File: src/logic/watchpoint_defines.vh
// Purpose: constants for the watchpoint comparator unit
// Assumes: byte addresses on a 12-bit classic Wishbone window
// Notes: definitions only
`ifndef WATCHPOINT_DEFINES_VH
`define WATCHPOINT_DEFINES_VH

`define WP_ADR_W 12
`define WP_OFF_COMP0 12'h020
`define WP_OFF_MASK0 12'h024
`define WP_OFF_FCT0 12'h028
`define WP_OFF_COMP1 12'h030
`define WP_OFF_MASK1 12'h034
`define WP_OFF_FCT1 12'h038
`define WP_OFF_IRQ_STATUS 12'h040
`define WP_OFF_IRQ_MASK 12'h044

`define WP_WORD_ZERO 32'h0000_0000
`define WP_WORD_ONES 32'hFFFF_FFFF
`define WP_BIT0_ONLY 32'h0000_0001
`define WP_LANE_BYTE 32'h0000_00FF
`define WP_LANE_HALF 32'h0000_FFFF

`define WP_REF_RESET 32'h0000_0000
`define WP_CNT_RESET 5'h00
`define WP_CNT_MAX 5'h18
`define WP_CNT_MSB 4
`define WP_FUNC_RESET 4'h0
`define WP_SIZE_RESET 2'h0

// ignore-count field of the mask register
`define WP_MASK_CNT 4:0
`define WP_MASK_FREE 31:5
// function register fields
`define WP_FCT_FUNC 3:0
`define WP_FCT_DMATCH 8
`define WP_FCT_DSIZE 11:10
`define WP_FCT_LINK 12
`define WP_FCT_HIT 24

`define WP_FUNC_OFF 4'h0
`define WP_FUNC_FETCH 4'h4
`define WP_FUNC_READ 4'h6
`define WP_FUNC_RDWR 4'h7

`define WP_SIZE_BYTE 2'h0
`define WP_SIZE_HALF 2'h1
`define WP_SIZE_WORD 2'h2

`define WP_IRQ_W 2
`define WP_IRQ_HIT0 0
`define WP_IRQ_HIT1 1
`define WP_IRQ_RESET 2'h0

`endif

File: src/logic/watch_comparator.v
// Purpose: one watchpoint comparator, address or data value match
// Assumes: watched transfer signals are synchronous and valid for one cycle
// Notes: purely combinational; the caller registers the hit
`timescale 1ns/1ps
`default_nettype none
`include "watchpoint_defines.vh"

module watch_comparator (
	input wire [31:0] refValue,
	input wire [4:0] ignoreCount,
	input wire [3:0] funcSel,
	input wire dataMode,
	input wire [1:0] dataSize,
	input wire linkGate,
	input wire busValid,
	input wire busFetch,
	input wire busWrite,
	input wire [31:0] busAddr,
	input wire [31:0] busData,
	output wire addrHit,
	output wire match
);

	function [31:0] ignoreBits;
		input [4:0] cnt;
		input fetchWatch;
		begin
			if (cnt == `WP_CNT_RESET) begin
				// fetches are at least halfword aligned
				ignoreBits = fetchWatch ? `WP_BIT0_ONLY : `WP_WORD_ZERO; // RL5
			end else begin
				ignoreBits = ~(`WP_WORD_ONES << cnt); // RL6
			end
		end
	endfunction

	function [31:0] laneMask;
		input [1:0] size;
		input [1:0] lane;
		begin
			case (size)
			`WP_SIZE_BYTE: laneMask = `WP_LANE_BYTE << {lane, 3'b000}; // RL13
			`WP_SIZE_HALF: laneMask = `WP_LANE_HALF << {lane[1], 4'b0000}; // RL13
			`WP_SIZE_WORD: laneMask = `WP_WORD_ONES; // RL13
			default: laneMask = `WP_WORD_ZERO;
			endcase
		end
	endfunction

	reg qualify;
	wire fetchWatch;
	wire [31:0] ignore;
	wire [31:0] lanes;
	wire dataHit;

	always @* begin
		case (funcSel)
		`WP_FUNC_FETCH: qualify = busFetch; // RL11
		`WP_FUNC_READ: qualify = !busFetch && !busWrite; // RL11
		`WP_FUNC_RDWR: qualify = !busFetch; // RL11
		default: qualify = 1'b0;
		endcase
	end

	assign fetchWatch = (funcSel == `WP_FUNC_FETCH);
	assign ignore = ignoreBits(ignoreCount, fetchWatch);
	assign addrHit = (((busAddr ^ refValue) & ~ignore) == `WP_WORD_ZERO); // RL2
	// the reference is replicated, so its own lane lines up with the bus lane
	assign lanes = laneMask(dataSize, busAddr[1:0]); // RL3
	assign dataHit = (lanes != `WP_WORD_ZERO) &&
		(((busData ^ refValue) & lanes) == `WP_WORD_ZERO); // RL2
	// mask count is ignored in data mode, zero is only advised
	assign match = busValid && qualify &&
		(dataMode ? (dataHit && linkGate) : addrHit); // RL12 RL8

endmodule
`default_nettype wire

File: src/logic/watchpoint_unit.v
// Purpose: two debug watchpoint comparators behind a classic Wishbone slave
// Assumes: watched core transfers arrive synchronous to mclk
// Notes: one interrupt line from sticky hit events, write one to clear
`timescale 1ns/1ps
`default_nettype none
`include "watchpoint_defines.vh"

//Contract
// RL1: each comparator has a 32-bit reference at 0x20+16i, reset zero, and a mask at 0x24+16i.
// RL2: the reference register is what the comparator checks address or data against.
// RL3: software replicates byte or halfword data across all lanes of the reference.
// RL4: mask bits 31..5 and function bits 31..25 read zero; the mask holds an ignore count.
// RL5: a zero ignore count compares all address bits, except bit 0 on a fetch watch.
// RL6: a nonzero count x drops address bits x-1..0 and matches the range of bits 31..x.
// RL7: the ignore count tops out at 24 and a larger write stores 24.
// RL8: software should leave comparator 0's mask at zero in data mode.
// RL9: function bit 24 is a read-only hit flag, set if a match happened since the last read.
// RL10: reading the function register clears the hit flag, but a same-cycle match keeps it.
// RL11: function codes 0000 off, 0100 fetch, 0110 data read, 0111 data read or write.
// RL12: comparator 0 matches address or data by its data-match bit; comparator 1 addresses only.
// RL13: data size 00 byte, 01 halfword, 10 word, 11 reserved.
// RL14: enabled comparators judge each transfer when presented and set the hit the next cycle.
module watchpoint_unit (
	input wire mclk,
	input wire resetn,
	input wire clkEn,
	input wire wbCyc,
	input wire wbStb,
	input wire wbWe,
	input wire [11:0] wbAdr,
	input wire [3:0] wbSel,
	input wire [31:0] wbDatW,
	output reg [31:0] wbDatR,
	output reg wbAck,
	input wire busValid,
	input wire busFetch,
	input wire busWrite,
	input wire [31:0] busAddr,
	input wire [31:0] busData,
	output wire irq
);

	// byte-lane merge for a Wishbone write
	function [31:0] mergeSel;
		input [31:0] oldValue;
		input [31:0] newValue;
		input [3:0] sel;
		integer i;
		begin
			mergeSel = oldValue;
			for (i = 0; i < 4; i = i + 1) begin
				if (sel[i]) begin
					mergeSel[i*8 +: 8] = newValue[i*8 +: 8];
				end
			end
		end
	endfunction

	// writes above the top count are pinned at the top
	function [4:0] clampCount;
		input [31:0] value;
		begin
			if (value[`WP_MASK_FREE] != 27'h000_0000 ||
				value[`WP_MASK_CNT] > `WP_CNT_MAX) begin
				clampCount = `WP_CNT_MAX; // RL7
			end else begin
				clampCount = value[`WP_MASK_CNT]; // RL7
			end
		end
	endfunction

	function [31:0] maskWord;
		input [4:0] cnt;
		begin
			maskWord = `WP_WORD_ZERO;
			maskWord[`WP_MASK_CNT] = cnt; // RL4
		end
	endfunction

	reg [31:0] refValue0;
	reg [31:0] refValue1;
	reg [4:0] ignoreCount0;
	reg [4:0] ignoreCount1;
	reg [3:0] funcSel0;
	reg [3:0] funcSel1;
	reg dataMode0;
	reg [1:0] dataSize0;
	reg linkAddr0;
	reg hitFlag0;
	reg hitFlag1;
	reg [1:0] irqStatus;
	reg [1:0] irqMask;

	reg [31:0] next_wbDatR;
	reg [31:0] fctWord0;
	reg [31:0] fctWord1;
	reg [31:0] writeWord;

	wire request;
	wire doWrite;
	wire doRead;
	wire match0;
	wire match1;
	wire addrHit1;
	wire linkGate0;
	wire readFct0;
	wire readFct1;
	wire [1:0] hitEvents;
	wire [1:0] clearBits;
	wire wrComp0;
	wire wrComp1;
	wire wrMask0;
	wire wrMask1;
	wire wrFct0;
	wire wrFct1;
	wire wrStatus;
	wire wrIrqMask;

	// one access per request: a second is held off while ack is up
	assign request = wbCyc && wbStb && !wbAck && clkEn;
	assign doWrite = request && wbWe;
	assign doRead = request && !wbWe;
	assign readFct0 = doRead && (wbAdr == `WP_OFF_FCT0);
	assign readFct1 = doRead && (wbAdr == `WP_OFF_FCT1);

	// write strobes, one per register word
	assign wrComp0 = doWrite && (wbAdr == `WP_OFF_COMP0);
	assign wrComp1 = doWrite && (wbAdr == `WP_OFF_COMP1);
	assign wrMask0 = doWrite && (wbAdr == `WP_OFF_MASK0);
	assign wrMask1 = doWrite && (wbAdr == `WP_OFF_MASK1);
	assign wrFct0 = doWrite && (wbAdr == `WP_OFF_FCT0);
	assign wrFct1 = doWrite && (wbAdr == `WP_OFF_FCT1);
	assign wrStatus = doWrite && (wbAdr == `WP_OFF_IRQ_STATUS);
	assign wrIrqMask = doWrite && (wbAdr == `WP_OFF_IRQ_MASK);

	// linked mode: comparator 1 supplies the address for a data watch
	assign linkGate0 = !linkAddr0 || addrHit1;

	watch_comparator compare0 (
		.refValue(refValue0),
		.ignoreCount(ignoreCount0),
		.funcSel(funcSel0),
		.dataMode(dataMode0),
		.dataSize(dataSize0),
		.linkGate(linkGate0),
		.busValid(busValid),
		.busFetch(busFetch),
		.busWrite(busWrite),
		.busAddr(busAddr),
		.busData(busData),
		.addrHit(),
		.match(match0)
	);

	// comparator 1 has no data mode
	watch_comparator compare1 (
		.refValue(refValue1),
		.ignoreCount(ignoreCount1),
		.funcSel(funcSel1),
		.dataMode(1'b0), // RL12
		.dataSize(`WP_SIZE_RESET),
		.linkGate(1'b1),
		.busValid(busValid),
		.busFetch(busFetch),
		.busWrite(busWrite),
		.busAddr(busAddr),
		.busData(busData),
		.addrHit(addrHit1),
		.match(match1)
	);

	always @* begin
		fctWord0 = `WP_WORD_ZERO; // RL4
		fctWord0[`WP_FCT_FUNC] = funcSel0;
		fctWord0[`WP_FCT_DMATCH] = dataMode0;
		fctWord0[`WP_FCT_DSIZE] = dataSize0;
		fctWord0[`WP_FCT_LINK] = linkAddr0;
		fctWord0[`WP_FCT_HIT] = hitFlag0; // RL9
	end

	always @* begin
		fctWord1 = `WP_WORD_ZERO; // RL4
		fctWord1[`WP_FCT_FUNC] = funcSel1;
		fctWord1[`WP_FCT_HIT] = hitFlag1; // RL9
	end

	always @* begin
		case (wbAdr)
		`WP_OFF_COMP0: next_wbDatR = refValue0;
		`WP_OFF_MASK0: next_wbDatR = maskWord(ignoreCount0);
		`WP_OFF_FCT0: next_wbDatR = fctWord0;
		`WP_OFF_COMP1: next_wbDatR = refValue1;
		`WP_OFF_MASK1: next_wbDatR = maskWord(ignoreCount1);
		`WP_OFF_FCT1: next_wbDatR = fctWord1;
		`WP_OFF_IRQ_STATUS: next_wbDatR = {30'h0000_0000, irqStatus};
		`WP_OFF_IRQ_MASK: next_wbDatR = {30'h0000_0000, irqMask};
		// unmapped words still answer, reading zero
		default: next_wbDatR = `WP_WORD_ZERO;
		endcase
	end

	always @* begin
		writeWord = mergeSel(`WP_WORD_ZERO, wbDatW, wbSel);
	end

	// bus handshake and read data
	always @(posedge mclk) begin
		if (!resetn) begin
			wbAck <= 1'b0;
			wbDatR <= `WP_WORD_ZERO;
		end else if (clkEn) begin
			wbAck <= request;
			if (doRead) begin
				wbDatR <= next_wbDatR;
			end
		end
	end

	// reference registers, byte enables honoured
	always @(posedge mclk) begin
		if (!resetn) begin
			refValue0 <= `WP_REF_RESET; // RL1
			refValue1 <= `WP_REF_RESET; // RL1
		end else begin
			if (wrComp0) begin
				refValue0 <= mergeSel(refValue0, wbDatW, wbSel); // RL1
			end
			if (wrComp1) begin
				refValue1 <= mergeSel(refValue1, wbDatW, wbSel); // RL1
			end
		end
	end

	// ignore counts; a partial write clamps what it sees
	always @(posedge mclk) begin
		if (!resetn) begin
			ignoreCount0 <= `WP_CNT_RESET;
			ignoreCount1 <= `WP_CNT_RESET;
		end else begin
			if (wrMask0 && wbSel[0]) begin
				ignoreCount0 <= clampCount(writeWord); // RL7
			end
			if (wrMask1 && wbSel[0]) begin
				ignoreCount1 <= clampCount(writeWord); // RL7
			end
		end
	end

	// function fields
	always @(posedge mclk) begin
		if (!resetn) begin
			funcSel0 <= `WP_FUNC_RESET;
			funcSel1 <= `WP_FUNC_RESET;
			dataMode0 <= 1'b0;
			dataSize0 <= `WP_SIZE_RESET;
			linkAddr0 <= 1'b0;
		end else begin
			if (wrFct0) begin
				if (wbSel[0]) begin
					funcSel0 <= wbDatW[`WP_FCT_FUNC]; // RL11
				end
				if (wbSel[1]) begin
					dataMode0 <= wbDatW[`WP_FCT_DMATCH]; // RL12
					dataSize0 <= wbDatW[`WP_FCT_DSIZE]; // RL13
					linkAddr0 <= wbDatW[`WP_FCT_LINK];
				end
			end
			if (wrFct1 && wbSel[0]) begin
				funcSel1 <= wbDatW[`WP_FCT_FUNC]; // RL11
			end
		end
	end

	// hit flags: a match lands one edge after the transfer, and wins
	// over the clear that a read of the function register brings
	always @(posedge mclk) begin
		if (!resetn) begin
			hitFlag0 <= 1'b0;
			hitFlag1 <= 1'b0;
		end else if (clkEn) begin
			hitFlag0 <= match0 || (hitFlag0 && !readFct0); // RL14 RL10
			hitFlag1 <= match1 || (hitFlag1 && !readFct1); // RL14 RL10
		end
	end

	assign hitEvents = {match1, match0};
	assign clearBits = (wrStatus && wbSel[0]) ?
		wbDatW[1:0] : `WP_IRQ_RESET;

	// sticky status, write one to clear; a new event beats the clear
	always @(posedge mclk) begin
		if (!resetn) begin
			irqStatus <= `WP_IRQ_RESET;
			irqMask <= `WP_IRQ_RESET;
		end else if (clkEn) begin
			irqStatus <= hitEvents | (irqStatus & ~clearBits);
			if (wrIrqMask && wbSel[0]) begin
				irqMask <= wbDatW[1:0];
			end
		end
	end

	assign irq = |(irqStatus & irqMask);

endmodule
`default_nettype wire

File: config.mk
export PLATFORM = sky130hd
export DESIGN_NAME = watchpoint_unit
export DESIGN_NICKNAME = d
export VERILOG_FILES = /design/src/logic/watch_comparator.v /design/src/logic/watchpoint_unit.v
export VERILOG_INCLUDE_DIRS = /design/src /design/src/logic
export SDC_FILE = /design/constraint.sdc
export NUM_CORES = 1
export LEC_CHECK = 0
export BUFFER_PORTS_ARGS = -buffer_cell sky130_fd_sc_hd__buf_2
export CAP_MARGIN = 20
export CORE_ASPECT_RATIO = 1.2
export CORE_MARGIN = 2
export CORE_UTILIZATION = 50
export DETAILED_ROUTE_END_ITERATION = 6
export PLACE_DENSITY_LB_ADDON = 0.3
export SLEW_MARGIN = 20
export SYNTH_ARGS = -nofsm -noshare
export SYNTH_HDL_FRONTEND = slang
export SYNTH_SLANG_ARGS = --single-unit
File: constraint.sdc
create_clock -name mclk -period 2.1 [get_ports mclk]
set_clock_uncertainty 0.2 [all_clocks]
set_input_delay 0.105 -clock mclk [delete_from_list [all_inputs] [get_ports mclk]]
set_output_delay 0.105 -clock mclk [all_outputs]
set_load 0.03 [all_outputs]
==> impl.org <==
** Outcome
- Violated checks :: setup timing
- Outcome :: finished, violations left

** Yosys
- Syn_area_per_cell :: 8.878 µm²
- In this run, synthesis inferred 0 flip-flops with an integrated enable.
- Syn Inst Count :: 819
- Cell taking the most area after synthesis :: dfxtp_1
- Asr flop ratio synth :: 0%
- Count of synthesis-stage warnings from yosys :: 0
- Post-synthesis register bit count :: 125
- Sequential cells were found to cover roughly a third of the synthesized design area.
- Number of distinct library cells after synthesis :: 64
- Net count of the mapped netlist :: 940
- Top flip-flop cell by instance count after synthesis :: dfxtp_1
- By area the synthesized netlist is led by dfxtp_1 (34%), mux2i_1 (11%), xor2_1 (8.8%).
- The synthesized design devotes to its leading area cell type roughly a third of total area.
- In this run the cell area of the synthesized design comes to 7271 µm².

** Place
- Worst slack at placement :: -0.3638 ns
- Port Buffers :: approximately 150
- The HPWL after detailed placement is between 15 and 20 mm.
- Gpl congestion :: between 1 and 1.5
- Summing all placed instances gives a cell area of 9179 µm².

** CTS
- The tree built by TritonCTS fans out to 125 sinks.
- Worst-skew pair later-pin latency :: between 0.4 and 0.5 ns
- In this run, CTS created clock tree buffers numbering 17.
- TritonCTS clock tree :: done
- Worst-case clock buffer depth :: 2
- H-Tree Depth :: 4
- CTS placed an instance of clkbuf_16 at the clock tree root.
- Clock-pin slew was measured on the worst setup and hold paths at 0.06 ns.

** Die
- For this design the top-level I/O count stands at 155.
- Horiz. Die Dim :: 114.1 µm
- The total area inside the core boundary comes to 14290 µm².
- Number of rows in the core area :: between 40 and 50
- The die covers 15530 µm².
- Effective utilization at floorplan :: 50.87%
- The die is ~140 µm tall.

** Detailed routing
- Number of DRC markers after the initial detailed-route iteration :: 637
- Remaining design rule violation count :: 0
- Via/cell ratio :: 5.775
- The detail route stage leaves a number of antenna-violating nets equal to 0.
- Total via count after detailed routing :: 7537
- Router iterations before antenna repair :: 6
- Dividing the detail-routed wire length by the instance count gives 19.57 µm.
- Final wirelength :: 25.54 mm

** Global route
- Entering global routing, the biggest net connects 126 pins.
- Global routing finished with a remaining overflow of 0.
- Met3 track demand over resource :: under 10%
- The first global-routing pass estimated between 30 and 40 mm of wire.
- The number of antenna violations at the first check in global routing is 0.
- GRT met2 Usage :: roughly 57%
- Busiest metal layer after global routing :: met2
- Number of global-route vias before repair :: 7516
- Total track usage :: 32.95%
- For met1 alone, demand over resource in global routing was approximately 39%.

** Timing
- Max transition margin :: roughly 64%
- Setup violation total in the final timing report :: 6
- Final worst-path cycle share :: 105.0%
- Fmax :: about 450 MHz
- Setup repair after global routing missed its margin :: yes
- The final-report max-slew violation count is 0.
- For the pin with the worst max-slew slack, the measured transition is between 0.5 and 0.6 ns.
- Fin crit period :: between 2 and 2.5 ns
- Hold Violations, Final :: 0
- In the post-route analysis, the smallest setup slack over all paths is -0.1060 ns.

** Layout
- Most common cell after layout, fill and taps aside :: buf_2
- Final instance area :: 10550 µm²
- Layout Nets :: 1238
- Area growth from synthesis to layout :: 45.05%
- Proportion of layout cells with a drive suffix above 1 :: roughly a third
- Top library cells by usage in the layout, fill and taps aside :: buf_2 (154), buf_4 (125), dfxtp_1 (115), nor2b_1 (80), mux2i_1 (78)
- Number of inserted diodes :: 0

** Setup path
- STA classifies the critical path startpoint as a flop.
- STA puts the critical path data required time at 2.24 ns.
- Biggest fanout along the worst timing path :: 2
- Endpoint class of the critical path :: flop
- For the worst flop-to-flop path, the logic depth is 6.
- CP Data Arrival Time :: 2.34 ns
- The critical path is of the reg -> reg type.

** Worst hold path
- In this run the worst hold path is classified as in -> reg.
- The worst hold path was traced through 3 stages.

** Pwr
- Max VDD drop :: 462.1 µV
- LEAKAGE :: 4.540 nW
- For this design the ratio of total power to cell area is 572.9 nW/µm².

** Run
- The tool flagged a number of max-cap violations equal to 0.
[Yosys cell counts (all sizes together) (2+ instances only)]
| master | count |
|---|---|
| dfxtp | 125 |
| nor2b | 80 |
| mux2i | 78 |
| xor2 | 73 |
| nand2 | 63 |
| o21ai | 46 |
| clkbuf | 44 |
| and2 | 39 |
| a22oi | 31 |
| xnor2 | 23 |
| a21oi | 14 |
| nor4 | 14 |
| a222oi | 12 |
| and3 | 12 |
| buf | 12 |
| inv | 12 |
| nor2 | 12 |
| a21boi | 10 |
| nand3 | 10 |
| nor3 | 9 |
| or4 | 9 |
| o211ai | 8 |
| a21o | 6 |
| nand2b | 6 |
| nand4 | 6 |
| a221oi | 5 |
| o211a | 5 |
| maj3 | 4 |
| nor4b | 4 |
| a211oi | 3 |
| a31oi | 3 |
| a32oi | 3 |
| a41oi | 3 |
| o21a | 3 |
| o31ai | 3 |
| a211o | 2 |
| a221o | 2 |
| a22o | 2 |
| a31o | 2 |
| or2 | 2 |
| or3 | 2 |
| or4b | 2 |
[report_power, final]
part / internal [mW] / total [mW] / switching (mW) / leakage [nW]
logic: 0.288 / 0.558 / 0.271 / 3.23
registers: 2.37 / 2.37 / 0.000483 / 1.01
clock network: 2.01 / 3.11 / 1.10 / 0.300
[routing by layer]
layer | vias up | share of wire, %
met3 | 80 | 6.1
li1 | 3527 | -
met1 | 3576 | 40
met4 | 0 | 4.9
met2 | 354 | 49
met5 | - | 0
[critical path: stages (launching register included)]
cell,delay [ns]
dfxtp_2,0.33
xnor2_2,0.21
maj3_2,0.24
a22oi_2,0.04
or4_4,0.56
o31a_1,0.33
o211ai_1,0.21
[per-stage QoR]
stage	util, %	setup TNS, ns	hold WS, ns	power (mW)	std cells
CTS	72.24	-0.02513	0.03120	6.029	1301
finish	73.78	-0.3706	0.06476	6.042	1305
floorplan	-	-3.155	0.07117	2.606	819
detailed placement	64.22	-22.50	0.2059	2.900	1227
global placement	64.22	-18.12	0.1921	2.898	1227
global route	73.78	-1.017	0.08024	6.203	1305
[sequential cells by signal, indices dropped and copies added (netlist names)]
| signal | flops |
|---|---|
| dataMode0 | 1 |
| dataSize0 | 2 |
| funcSel0 | 4 |
| funcSel1 | 4 |
| hitFlag0 | 1 |
| hitFlag1 | 1 |
| ignoreCount0 | 5 |
| ignoreCount1 | 5 |
| irqMask | 2 |
| irqStatus | 2 |
| linkAddr0 | 1 |
| refValue0 | 32 |
| refValue1 | 32 |
| wbAck | 1 |
| wbDatR | 32 |
[path summary, 6_finish.rpt]
kind / startpoint / slack, ns / endpoint
max: refValue1[26] / -0.11 / irqStatus[0]
min: resetn / 0.06 / ignoreCount1[4]
max reg2reg: refValue1[26] / -0.11 / irqStatus[0]
min reg2reg: wbDatR[1] / 0.25 / wbDatR[1]
[cell families after synthesis]
family	after synthesis	share of synthesized area, %
xor gates and xnor gates	96	11.56
and+or+nand+nor	276	22.11
muxes	78	10.74
buffers and inverters	68	3.889
DFF	125	34.42
adders and majority gates	4	0.5507
AOI/OAI and AO/OA	172	16.73
[what timing repair did]
action                                  in CTS  in global routing
buffers inserted                             6                  2
endpoints found under the setup margin       4                 30
hold buffers                                36                  0
pin swaps                                   18                 23
cloned                                       0                  2
gates resized for setup                     31                 52
endpoints found under the hold margin       89                  0
[layout make-up]
class,count,area [µm²]
repair buffers,335,2410
clock inverters,10,135.1
clock buffers,22,494.2
fillers,1041,3747
well taps,175,219.0
flip-flops and latches,125,2520
multi-input cells,626,4723
inverters,12,45.04
No activity file was read; power rests on OpenSTA's default activity.
